==> src/inc/sad_pkg.sv <==
// shared constants and types for the secure alias address decoder
`default_nettype none
package sad_pkg;
   // ****************************************************
   // address layout
   // ****************************************************
   localparam int ADDR_W      = 32;
   localparam int ALIAS_BIT   = 28;
   localparam int BUS_SEL_LSB = 29;
   localparam int BUS_SEL_W   = 3;
   localparam int OFS_W       = 28;

   localparam logic [2:0] BUS_CODE   = 3'h0;
   localparam logic [2:0] BUS_DATA   = 3'h1;
   localparam logic [2:0] BUS_PERIPH = 3'h2;

   // offsets below the alias bit, same for both aliases
   localparam logic [27:0] RAM_BASE   = 28'h0000000;
   localparam logic [27:0] RAM_END    = 28'h047FFFF;
   localparam logic [27:0] ROM_BASE   = 28'h3000000;
   localparam logic [27:0] ROM_END    = 28'h303FFFF;
   localparam logic [27:0] FLASH_BASE = 28'h8000000;
   localparam logic [27:0] FLASH_END  = 28'hFFFFFFF;
   localparam logic [27:0] DTCM_BASE  = 28'h4000000;
   localparam logic [27:0] DTCM_END   = 28'h400FFFF;
   localparam logic [27:0] ITCM_BASE  = 28'h4020000;
   localparam logic [27:0] ITCM_END   = 28'h402FFFF;
   localparam logic [27:0] LSP_BASE   = 28'h0000000;
   localparam logic [27:0] LSP_END    = 28'h007FFFF;
   localparam logic [27:0] HSP_BASE   = 28'h0100000;
   localparam logic [27:0] HSP_END    = 28'h015FFFF;

   // low-speed peripheral slots: 4 kB each, 64 of them
   localparam int SLOT_LSB   = 12;
   localparam int SLOT_W     = 6;
   localparam int SLOT_COUNT = 64;

   // upper bounds of the shared ram slave ports, ascending
   localparam int RAM_PORTS = 7;
   localparam logic [27:0] RAM_PORT_TOP [RAM_PORTS-1] = '{
      28'h0010000, 28'h0020000, 28'h0040000, 28'h0080000,
      28'h0100000, 28'h0200000};

   // checker granularity
   localparam int RANGES        = 32;
   localparam int RANGE_W       = 5;
   localparam int RANGE_LSB_DEF = 23;

   // master indices, lower index wins a shared slave port
   localparam int M_DATA  = 0;
   localparam int M_CODE  = 1;
   localparam int M_DSP   = 2;
   localparam int MASTERS = 3;

   // ****************************************************
   // types
   // ****************************************************
   typedef enum logic [1:0] {
      PERM_OPEN,
      PERM_SECURE,
      PERM_NSC,
      PERM_CLOSED
   } sad_perm_t;

   typedef enum logic [3:0] {
      TGT_NONE,
      TGT_RAM,
      TGT_ROM,
      TGT_FLASH,
      TGT_FLASH_NC,
      TGT_DTCM,
      TGT_ITCM,
      TGT_LSP,
      TGT_HSP
   } sad_tgt_t;

   typedef enum logic {
      RESP_OKAY,
      RESP_ERROR
   } sad_resp_t;

   typedef struct packed {
      logic              valid;
      logic [ADDR_W-1:0] addr;
      logic              write;
      logic              nonsec;
      logic              instr;
   } sad_req_t;

   typedef struct packed {
      sad_tgt_t          tgt;
      logic [2:0]        ram_port;
      logic [SLOT_W-1:0] slot;
   } sad_route_t;

   typedef struct packed {
      logic             valid;
      logic             stall;
      sad_tgt_t         tgt;
      logic [2:0]       ram_port;
      logic [SLOT_W-1:0] slot;
      logic [OFS_W-1:0] offset;
      logic             secure;
      logic             bypass;
      sad_resp_t        resp;
   } sad_rsp_t;

   localparam sad_rsp_t RSP_RESET = '{
      valid: 1'b0, stall: 1'b0, tgt: TGT_NONE, ram_port: 3'h0, slot: 6'h00,
      offset: 28'h0000000, secure: 1'b0, bypass: 1'b0, resp: RESP_OKAY};
endpackage
`default_nettype wire

==> src/verilog/sad_checker.sv <==
// per-port access checker: permission of the addressed range against the access
`default_nettype none
module sad_checker
   import sad_pkg::*;
#(
   parameter int RANGE_LSB = RANGE_LSB_DEF
) (
   input  wire sad_req_t       req,     // access under test
   input  wire sad_perm_t [RANGES-1:0] perm, // permission of each range
   output logic                allow    // access may proceed
);
   // ****************************************************
   // elaboration check
   // ****************************************************
   if (RANGE_LSB < SLOT_LSB || RANGE_LSB + RANGE_W > ALIAS_BIT) begin : g_bad
      $error("sad_checker: range field must sit below the alias bit");
   end

   logic [RANGE_W-1:0] idx;
   sad_perm_t          p;
   logic               sec_alias;

   // ****************************************************
   // decision
   // ****************************************************
   assign idx       = req.addr[RANGE_LSB +: RANGE_W];
   assign p         = perm[idx];
   assign sec_alias = req.addr[ALIAS_BIT];

   always_comb begin
      allow = 1'b1;
      case (p)
         PERM_OPEN: begin
            allow = !(sec_alias && req.nonsec);
         end
         PERM_SECURE: begin
            allow = !req.nonsec;
         end
         PERM_NSC: begin
            // non-secure code may only enter through fetches
            allow = !req.nonsec || (req.instr && !req.write);
         end
         PERM_CLOSED: begin
            allow = 1'b0;
         end
         default: begin
            allow = 1'b0;
         end
      endcase
   end
endmodule
`default_nettype wire

==> src/verilog/sad_decoder.sv <==
// address decode, alias handling, checking and port arbitration for the bus fabric
`default_nettype none
// How it works
// - physical target ignores address bit 28, except dsp code-range accesses, which need it clear
// - bit 28 set means secure alias
// - code range: ram, boot rom, flash window
// - data range: ram, tightly coupled memory, dsp flash
// - peripheral range: high and low speed buses
// - low-speed area 512 kB, 64 4 kB slots
// - unmapped access faults processor, not dsp
// - checker per port over 32 ranges
// - whole ram on code and data bus
// - fetch and data on different ports concurrent
// - dsp ram path bypasses the matrix
// - checker decides kinds including non-secure callable
// - different slave ports served simultaneously
module sad_decoder
   import sad_pkg::*;
#(
   parameter int RANGE_LSB = RANGE_LSB_DEF
) (
   input  wire logic      sys_clk,    // system clock, 10 MHz
   input  wire logic      resetn,     // asynchronous reset, active low
   input  wire sad_req_t  req_data,   // processor data bus request
   input  wire sad_req_t  req_code,   // processor code bus request
   input  wire sad_req_t  req_dsp,    // dsp request
   input  wire sad_perm_t [RANGES-1:0] perm_data, // checker ranges, data port
   input  wire sad_perm_t [RANGES-1:0] perm_code, // checker ranges, code port
   input  wire sad_perm_t [RANGES-1:0] perm_dsp,  // checker ranges, dsp port
   output sad_rsp_t       rsp_data,   // routed answer, data bus
   output sad_rsp_t       rsp_code,   // routed answer, code bus
   output sad_rsp_t       rsp_dsp     // routed answer, dsp
);
   // ****************************************************
   // elaboration check
   // ****************************************************
   if (RANGE_LSB < SLOT_LSB || RANGE_LSB + RANGE_W > ALIAS_BIT) begin : g_bad
      $error("sad_decoder: range field must sit below the alias bit");
   end
   if (SLOT_COUNT != (1 << SLOT_W)) begin : g_bad_slot
      $error("sad_decoder: slot field does not match slot count");
   end

   // ****************************************************
   // decode helpers
   // ****************************************************
   function automatic logic in_rng(input logic [27:0] a, input logic [27:0] lo,
                                   input logic [27:0] hi);
      in_rng = (a >= lo) && (a <= hi);
   endfunction

   function automatic logic [2:0] ram_port_of(input logic [27:0] a);
      logic [2:0] n;
      n = 3'(RAM_PORTS - 1);
      for (int k = RAM_PORTS - 2; k >= 0; k--) begin
         if (a < RAM_PORT_TOP[k]) begin
            n = 3'(k);
         end
      end
      ram_port_of = n;
   endfunction

   function automatic sad_route_t decode(input logic [ADDR_W-1:0] addr,
                                         input int m);
      sad_route_t  r;
      logic [27:0] ofs;
      logic        cpu_data;
      r   = '{tgt: TGT_NONE, ram_port: 3'h0, slot: '0};
      ofs = addr[OFS_W-1:0];
      cpu_data = (m == M_DATA);
      case (addr[BUS_SEL_LSB +: BUS_SEL_W])
         BUS_CODE: begin
            if (m == M_CODE) begin
               if (in_rng(ofs, RAM_BASE, RAM_END)) begin
                  r.tgt = TGT_RAM;
               end else if (in_rng(ofs, ROM_BASE, ROM_END)) begin
                  r.tgt = TGT_ROM;
               end else if (in_rng(ofs, FLASH_BASE, FLASH_END)) begin
                  r.tgt = TGT_FLASH;
               end
            end else if (m == M_DSP && !addr[ALIAS_BIT]) begin
               if (in_rng(ofs, RAM_BASE, RAM_END)) begin
                  r.tgt = TGT_RAM;
               end else if (in_rng(ofs, FLASH_BASE, FLASH_END)) begin
                  r.tgt = TGT_FLASH;
               end
            end
         end
         BUS_DATA: begin
            if (cpu_data || m == M_DSP) begin
               if (in_rng(ofs, RAM_BASE, RAM_END)) begin
                  r.tgt = TGT_RAM;
               end else if (in_rng(ofs, DTCM_BASE, DTCM_END)) begin
                  r.tgt = TGT_DTCM;
               end else if (in_rng(ofs, ITCM_BASE, ITCM_END)) begin
                  r.tgt = TGT_ITCM;
               end else if (m == M_DSP && in_rng(ofs, FLASH_BASE, FLASH_END)) begin
                  r.tgt = TGT_FLASH_NC;
               end
            end
         end
         BUS_PERIPH: begin
            if (cpu_data || m == M_DSP) begin
               if (in_rng(ofs, LSP_BASE, LSP_END)) begin
                  r.tgt  = TGT_LSP;
                  r.slot = ofs[SLOT_LSB +: SLOT_W];
                  // upper half of the area holds no slot
                  if (ofs[SLOT_LSB + SLOT_W]) begin
                     r.tgt  = TGT_NONE;
                     r.slot = '0;
                  end
               end else if (in_rng(ofs, HSP_BASE, HSP_END)) begin
                  r.tgt = TGT_HSP;
               end
            end
         end
         default: begin
            r.tgt = TGT_NONE;
         end
      endcase
      if (r.tgt == TGT_RAM) begin
         r.ram_port = ram_port_of(ofs);
      end
      decode = r;
   endfunction

   // ****************************************************
   // per-master decode and check
   // ****************************************************
   sad_req_t              req   [MASTERS];
   sad_perm_t [RANGES-1:0] perm [MASTERS];
   sad_route_t            route [MASTERS];
   logic [MASTERS-1:0]    allow;
   logic [MASTERS-1:0]    bypass;
   logic [MASTERS-1:0]    grant;
   sad_rsp_t              rsp_nxt [MASTERS];
   sad_rsp_t              rsp_r   [MASTERS];

   assign req[M_DATA]  = req_data;
   assign req[M_CODE]  = req_code;
   assign req[M_DSP]   = req_dsp;
   assign perm[M_DATA] = perm_data;
   assign perm[M_CODE] = perm_code;
   assign perm[M_DSP]  = perm_dsp;

   for (genvar i = 0; i < MASTERS; i++) begin : g_port
      assign route[i] = decode(req[i].addr, i);

      sad_checker #(
         .RANGE_LSB (RANGE_LSB)
      ) u_chk (
         .req   (req[i]),
         .perm  (perm[i]),
         .allow (allow[i])
      );

      // dsp reaches shared ram on its own path, outside the matrix
      assign bypass[i] = (i == M_DSP) && (route[i].tgt == TGT_RAM);
   end

   // ****************************************************
   // slave port arbitration
   // ****************************************************
   function automatic logic same_port(input sad_route_t a, input sad_route_t b);
      same_port = (a.tgt == b.tgt) && (a.tgt != TGT_NONE) &&
                  ((a.tgt != TGT_RAM) || (a.ram_port == b.ram_port));
   endfunction

   always_comb begin
      for (int i = 0; i < MASTERS; i++) begin
         grant[i] = req[i].valid;
         // only a clash on one slave port serialises masters
         for (int j = 0; j < i; j++) begin
            if (req[j].valid && !bypass[i] && !bypass[j] &&
                allow[j] && allow[i] && same_port(route[i], route[j])) begin
               grant[i] = 1'b0;
            end
         end
      end
   end

   // ****************************************************
   // answer forming
   // ****************************************************
   always_comb begin
      for (int i = 0; i < MASTERS; i++) begin
         rsp_nxt[i]          = RSP_RESET;
         rsp_nxt[i].valid    = grant[i];
         rsp_nxt[i].stall    = req[i].valid && !grant[i];
         rsp_nxt[i].ram_port = route[i].ram_port;
         rsp_nxt[i].slot     = route[i].slot;
         rsp_nxt[i].offset   = req[i].addr[OFS_W-1:0];
         rsp_nxt[i].secure   = req[i].addr[ALIAS_BIT];
         rsp_nxt[i].bypass   = bypass[i];
         if (!allow[i]) begin
            rsp_nxt[i].tgt  = TGT_NONE;
            rsp_nxt[i].resp = RESP_ERROR;
         end else if (route[i].tgt == TGT_NONE) begin
            rsp_nxt[i].tgt  = TGT_NONE;
            // the dsp sees a harmless answer from empty space
            rsp_nxt[i].resp = (i == M_DSP) ? RESP_OKAY : RESP_ERROR;
         end else begin
            rsp_nxt[i].tgt  = route[i].tgt;
            rsp_nxt[i].resp = RESP_OKAY;
         end
      end
   end

   // ****************************************************
   // registered answers
   // ****************************************************
   for (genvar i = 0; i < MASTERS; i++) begin : g_reg
      always_ff @(posedge sys_clk or negedge resetn) begin
         if (!resetn) begin
            rsp_r[i] <= RSP_RESET;
         end else begin
            rsp_r[i] <= rsp_nxt[i];
         end
      end
   end

   assign rsp_data = rsp_r[M_DATA];
   assign rsp_code = rsp_r[M_CODE];
   assign rsp_dsp  = rsp_r[M_DSP];
endmodule
`default_nettype wire

==> config.mk <==
export PLATFORM = sky130hd
export DESIGN_NAME = sad_decoder
export DESIGN_NICKNAME = d
export VERILOG_FILES = /design/src/inc/sad_pkg.sv /design/src/verilog/sad_checker.sv /design/src/verilog/sad_decoder.sv
export SDC_FILE = /design/constraint.sdc
export NUM_CORES = 1
export LEC_CHECK = 0
export BUFFER_PORTS_ARGS = -buffer_cell sky130_fd_sc_hd__buf_2
export CORE_AREA = 2 2 170 172
export DETAILED_ROUTE_END_ITERATION = 8
export DIE_AREA = 0 0 172 174
export GPL_TIMING_DRIVEN = 0
export SLEW_MARGIN = 40
export SYNTH_ARGS = -nofsm -noshare
export SYNTH_HDL_FRONTEND = slang
export SYNTH_SLANG_ARGS = --single-unit
==> constraint.sdc <==
create_clock -name sys_clk -period 0.8 [get_ports sys_clk]
set_input_delay 0.16 -clock sys_clk [delete_from_list [all_inputs] [get_ports sys_clk]]
set_output_delay 0.16 -clock sys_clk [all_outputs]
set_load 0.01 [all_outputs]
==> results.ini, run 1 <==
[synthesis]
ys_types = 66
synth_cells = 499
synth-seq-cells = 127
synth_area_per_cell_um2 = 12.2
synth_flop_cell = dfrtp_1
ys.warnings.count = 0
yosysSeqAreaShare_pct = 52.0
synth.cell_area_um2 = 6110
async_flop_share_pct = 100
synth_edf_count = 0

[sta]
hold_viol = 56
setup_viol = 163
fin_crit_ns = 2.15
rsz0062_at_grt = true
hold_slack_ns = -0.340
fmax_mhz = 466
setup_ws_ns = -1.35
finalCritPeriodShare_pct = 268
fin_tns_setup_ns = -58.81
drv_slew = 0

[die]
start_util_pct = 21.6
die_y_um = 174
dieArea_um2 = 29900
rows = 62
coreArea_um2 = 28200
ios = 440
die_x_um = 172

[route]
drc = 0
first_pass_iters = 7
wl_per_cell_um = 17.6
drtIter0Drc = 276
viasPerCell = 4.45
routed_wirelength_um = 26300
route.vias.total = 6639
antenna_left = 0

[cts]
cts.clk_slew.worst_paths_ns = 0.07
cts_tree = yes
clock_path_buffers = 2
cts_hold_buf = 89
htree_levels = 4
cts-root-buf = clkbuf_16
cts.sinks = 127
numCtsBuffers = 17

[global_route]
overflow = 0
grt_pass1_vias = 6870
grt_max_degree = 72
antenna_found_initial = 1
grt_use_total_pct = 16.7
grt_pass1_wl_um = 38100

[critical_path]
crit_required_ns = 1.15
cp_common_cell = or4_4
max_stage_delay_ns = 0.50
startpoint_type = input port
path_class = in2reg
timing.critical_path.cells = buf_8 -> or3_4 -> or4_4 -> nor3_4 -> a211oi_4 -> xor2_1 -> or4_4 -> o31ai_4 -> and3_4
crit_arrival_ns = 2.49
crit_slowest_cell = or4_4
worst_setup_path_end_kind = register
crit_fanout = 5

[place]
place_area_um2 = 9040
port_buffers = 428
dp.cells = 1322
gp_congestion = 0.837
hpwl_um = 19400

[cells_and_area]
design_area_um2 = 12100
final_util_pct = 42.9
drive_above_1_share_pct = 59.8
syn2layout_area_growth_pct = 98.4
antenna_cells = 0
final_cells = 1493
layout.nets = 1398

[min_path]
hp-class = in2async

[status]
violations = negative hold slack, negative setup slack
run_status = complete, but fails checks

[power_and_ir_drop]
p_leak_uw = 0.00577
p_per_area_nw_per_um2 = 1560
ir_drop_mv = 1.16
power_uw = 18900

[job]
cap_violations = 0

==> cell usage after synthesis (3+ instances only) <==
| library cell | n | area share [%] |
|---|---|---|
| mux2i_1 | 45 | 7.4 |
| a41oi_1 | 3 | 0.43 |
| buf_2 | 7 | 0.57 |
| or3_1 | 4 | 0.41 |
| buf_6 | 4 | 0.74 |
| mux4_2 | 29 | 11 |
| clkbuf_1 | 6 | 0.37 |
| nor4_1 | 8 | 0.82 |
| o311ai_1 | 4 | 0.57 |
| dfrtp_1 | 127 | 52 |
| nand2b_1 | 6 | 0.61 |
| nand4_1 | 4 | 0.41 |
| a21o_1 | 4 | 0.49 |
| nor2b_1 | 10 | 1.0 |
| o21ai_0 | 13 | 1.1 |
| a22o_1 | 6 | 0.86 |
| nand3_1 | 13 | 1.1 |
| nor4b_1 | 4 | 0.57 |
| mux2_2 | 5 | 0.92 |
| a211oi_1 | 7 | 0.86 |
| o31ai_1 | 3 | 0.37 |
| xnor2_1 | 5 | 0.72 |
| nor2_1 | 34 | 2.1 |
| nor3_1 | 11 | 0.90 |
| and3_1 | 3 | 0.31 |
| and2_1 | 13 | 1.3 |
| inv_1 | 17 | 1.0 |
| o211ai_1 | 3 | 0.37 |
| a21oi_1 | 18 | 1.5 |
| buf_4 | 13 | 1.6 |
| a31oi_1 | 5 | 0.51 |
| nand2_1 | 19 | 1.2 |
| a22oi_1 | 5 | 0.61 |
==> metrics by stage <==
stage | hold WS [ns] | worst slack (ns)
2_1_floorplan | -0.136 | -1.58
3_3_place_gp | 0.268 | -2.33
3_5_place_dp | 0.120 | -2.37
4_1_cts | -0.335 | -1.51
5_1_grt | -0.318 | -1.42
6_report | -0.340 | -1.35
==> final cells by class <==
cell class	instances	area, µm²
clock buffer	18	429
buffer	27	290
tap	384	480
sequential	127	3180
fill	2681	16100
clock inverter	14	169
timing repair buffer	574	4200
multi-input combinational	331	3300
inverter	18	67.6
==> logic make-up after synthesis <==
kind of cell	Yosys count	share of synthesized area, %
flip-flops	127	52.0
buffers and inverters	51	4.75
AND/OR/NAND/NOR	140	12.2
AO/OA/AOI/OAI	93	10.8
multiplexers	80	19.2
XOR/XNOR	7	1.00
other	1	0.0614
==> registers in the layout, summed over array words and instances (netlist names) <==
register	count
rsp_dsp	46
rsp_data	44
rsp_code	37
==> layer usage <==
layer	wire, µm	track usage (%)	part of all wire (%)
met1	10400	19.8	40
met2	13300	29.3	51
met3	1970	3.94	7.5
met4	559	5.57	2.1
met5	16	0	0.061
==> critical path: cells and delay by family <==
family | cells | cell delay (ns)
buffers and inverters | 1 | 0.10
AOI/OAI and AO/OA | 2 | 0.21
and+or+nand+nor | 5 | 1.83
xor gates and xnor gates | 1 | 0.17
==> path summary, 6_finish.rpt <==
path	start	to	slack [ns]	depth (start not counted)
max	req_dsp[27]	rsp_dsp[44]	-1.35	9
min	resetn	rsp_data[45]	-0.34	1
max in group asynchronous	resetn	rsp_data[21]	0.41	2
min in group sys_clk	req_code[35]	rsp_code[44]	0.03	3
==> report_power, final <==
part | internal (µW) | switching [µW] | leakage (µW)
clock | 4710 | 3300 | 0.000284
combinational | 2310 | 1830 | 0.00394
sequential | 6670 | 95.6 | 0.00155
==> cell usage in the layout (no fill, tap or decap), types with 5 or more instances in the layout <==
cell and instances:
dfrtp_1 127, buf_2 340, buf_6 97, nand2b_1 6, inv_1 16, nor2_1 25
mux2i_1 40, a22o_1 6, nor2_2 6, clkbuf_16 21, o21ai_0 9, buf_12 9
buf_4 52, nand2_1 15, dlygate4sd3_1 89, mux4_2 29, nor3_1 5, nand3_1 8
conb_1 11, and2_1 9, mux2_2 5, a21oi_1 15, inv_6 5, nor2b_1 6
==> timing repair <==
action / CTS / global route
cloned: 1 / 3
pin swaps: 25 / 29
endpoints found under the setup margin: 166 / 166
hold endpoints to repair: 152 / 56
gates resized for setup: 152 / 101
buffers inserted: 38 / 18
(Power assumes the default switching activity.)
==> inputs of run 2 (changes only) <==
--- a/config.mk
+++ b/config.mk
@@ -5,10 +5,11 @@
 export SDC_FILE = /design/constraint.sdc
 export NUM_CORES = 1
 export LEC_CHECK = 0
+export ABC_AREA = 1
 export BUFFER_PORTS_ARGS = -buffer_cell sky130_fd_sc_hd__buf_2
-export CORE_AREA = 2 2 170 172
+export CORE_AREA = 2 2 171 173
 export DETAILED_ROUTE_END_ITERATION = 8
-export DIE_AREA = 0 0 172 174
+export DIE_AREA = 0 0 173 175
 export GPL_TIMING_DRIVEN = 0
 export SLEW_MARGIN = 40
 export SYNTH_ARGS = -nofsm -noshare
==> run 2 against run 1 <==
  * The flow still finishes with violations (negative hold slack, negative setup slack)
  * Design area increased by 11%
  * Global-route usage increased by 3.1 points
  * Power increased by 4.3%
  * Largest power group unchanged
  * Highest routed layer unchanged
==> results.ini, run 2 <==
[status]
run_status = complete, but fails checks
violations = negative hold slack, negative setup slack

[route]
antenna_left = 0  ; unchanged
first_pass_iters = 5  ; -2
drtIter0Drc = 399  ; +45%
viasPerCell = 4.39  ; -1.2%
drc = 0  ; unchanged
routed_wirelength_um = 31600  ; +20%
wl_per_cell_um = 16.0  ; -9.3%
route.vias.total = 8693  ; +31%

[min_path]
hp-class = in2async

[synthesis]
async_flop_share_pct = 100  ; unchanged
yosys-top-cells-count = 284 x nand2_1, 141 x nor2_1, 127 x dfrtp_1
synth.cell_area_um2 = 7030  ; +15%
ys.warnings.count = 0  ; unchanged
synth_area_per_cell_um2 = 7.28  ; -41%
synth_top_area_cell = dfrtp_1
yosysSeqAreaShare_pct = 45.2  ; -6.8 points
yosysTopAreaCellShare_pct = 45.2  ; -6.8 points
yosys.cell_count.top_type = nand2_1
synth_flop_cell = dfrtp_1
ys_types = 38  ; -42%
synth_cells = 966  ; +94%
synth_edf_count = 0  ; unchanged
synth_area_leaders = dfrtp_1 45%, nand2_1 15%, nor2_1 7.5%
synth-seq-cells = 127  ; unchanged

[cells_and_area]
final-seq-area_um2 = 3180  ; unchanged
final_common_cell = buf_2
largest_reg_flops = 46  ; unchanged
layout.nets = 1883  ; +35%
antenna_cells = 0  ; unchanged
layout_common_cells = 363 x buf_2, 227 x nand2_1, 127 x dfrtp_1
multiInputGateArea_um2 = 3990  ; +21%
drive_above_1_share_pct = 49.9  ; -9.8 points
syn2layout_area_growth_pct = 91.7
fillerInstances = 2740  ; +2.2%
final_util_pct = 47.5  ; +4.6 points

[die]
ios = 440  ; unchanged
start_util_pct = 24.8  ; +3.1 points
die_y_um = 175  ; +0.57%
dieArea_um2 = 30300  ; +1.2%
rows = 62  ; unchanged
die_x_um = 173  ; +0.58%
coreArea_um2 = 28400  ; +0.55%

[place]
port_buffers = 428  ; unchanged
hpwl_um = 23400  ; +21%
gp_congestion = 0.904  ; +8.1%

[sta]
hold_slack_ns = -0.312  ; +0.0278 ns
drv_slew = 0  ; unchanged
hold_viol = 57  ; +1.8%
worst_pin_slew_ns = 0.500
setup_ws_ns = -0.673  ; +0.674 ns
fmax_mhz = 679  ; +46%
fin_crit_ns = 1.47  ; -0.674 ns
slew_headroom_pct = 66.4
finalCritPeriodShare_pct = 184  ; -84 points
setup_viol = 160  ; -1.8%
rsz0062_at_grt = true

[power_and_ir_drop]
power_uw = 19700  ; +4.3%
ir_drop_mv = 1.17  ; +0.36%
p_per_area_nw_per_um2 = 1460  ; -6.2%
p_leak_uw = 0.00708  ; +23%

[critical_path]
path_class = in2reg
worst_setup_path_end_kind = register
crit_fanout = 6  ; +1
startpoint_type = input port
crit_required_ns = 1.10  ; -0.05 ns
crit_arrival_ns = 1.77  ; -0.72 ns

[job]
cap_violations = 0  ; unchanged

[cts]
cts-root-buf = clkbuf_16
clock_path_buffers = 2  ; unchanged
cts.clk_slew.worst_paths_ns = 0.07  ; about the same
cts.sinks = 127  ; unchanged
htree_levels = 4  ; unchanged
numCtsBuffers = 17  ; unchanged
cts_tree = yes

[global_route]
grt_pass1_vias = 8628  ; +26%
grt_pass1_wl_um = 46900  ; +23%
grt_use_total_pct = 19.8  ; +3.1 points
overflow = 0  ; unchanged
grt_max_degree = 71  ; -1.4%
antenna_found_initial = 1  ; unchanged

-- run 2: final cells by class --
cell class	instances	area share, %
Buffer	40	3.08
Tap cell	384	3.57
Sequential cell	127	23.6
Multi-Input combinational cell	686	29.6
Timing Repair Buffer	592	32.0
Inverter	117	3.66
Clock buffer	18	3.26
Clock inverter	14	1.27
-- run 2: stage by stage --
stage	setup TNS [ns]	setup WS, ns	cells	hold WS (ns)	cell area (µm²)
after floorplan	-14.58	-0.712	976	-0.136	7200
after global placement	-321.82	-2.30	1788	0.268	9830
after detailed placement	-37.59	-1.33	1789	0.140	9860
after CTS	-48.31	-0.700	1949	-0.313	12500
after global routing	-52.94	-0.793	1978	-0.297	13500
final	-45.44	-0.673	1978	-0.312	13500
-- run 2: logic make-up (layout without fill, tap and decap cells) --
kind of cell,after synthesis,count (layout),share of synthesized area [%]
xor+xnor,3,3,0.374
buf+inv,163,781,10.9
flops,127,127,45.2
simple gates,578,578,35.6
other cells,1,11,0.0533
compound gates,94,94,7.83
-- run 2: final timing paths --
kind	start	to
setup / recovery	req_data[29]	rsp_code[45]
hold / removal	resetn	rsp_code[4]
max in group asynchronous	resetn	rsp_data[30]
min in group sys_clk	req_dsp[20]	rsp_dsp[36]
-- run 2: metal layers --
| layer | track usage (%) | up-vias | routed length [µm] |
|---|---|---|---|
| li1 | - | 4235 | - |
| met5 | 0 | - | 16 |
| met4 | 6.29 | 2 | 880 |
| met1 | 24.6 | 4014 | 12900 |
| met2 | 34.5 | 385 | 15900 |
| met3 | 3.83 | 57 | 1960 |
-- run 2: what timing repair did --
action                                 in CTS  in global routing
gates cloned                                4                  6
gates resized for setup                   228                195
endpoints found under the hold margin     156                 58
setup buffers                              37                 28
hold buffers                               88                  1
pin swaps                                  44                 84
setup endpoints to repair                 161                165
-- run 2: report_power, final --
group | internal, µW | switching (µW) | total, µW
Sequential | 6670 | 93.1 | 6770
Combinational | 2330 | 2420 | 4740
Clock | 4810 | 3400 | 8220
Total | 13800 | 5910 | 19700
-- run 2: critical path, stage by stage --
cell and delay, ns:
buf_12 0.10, nor2_4 0.17, nand2_4 0.12, nor2_8 0.17, nand3_4 0.10, buf_8 0.15, nand2_4 0.07, inv_6 0.05
nand3_2 0.05, nand2_1 0.06, nor2_2 0.10, nand4_1 0.15, nor2_4 0.17, buf_6 0.11, a21oi_2 0.05
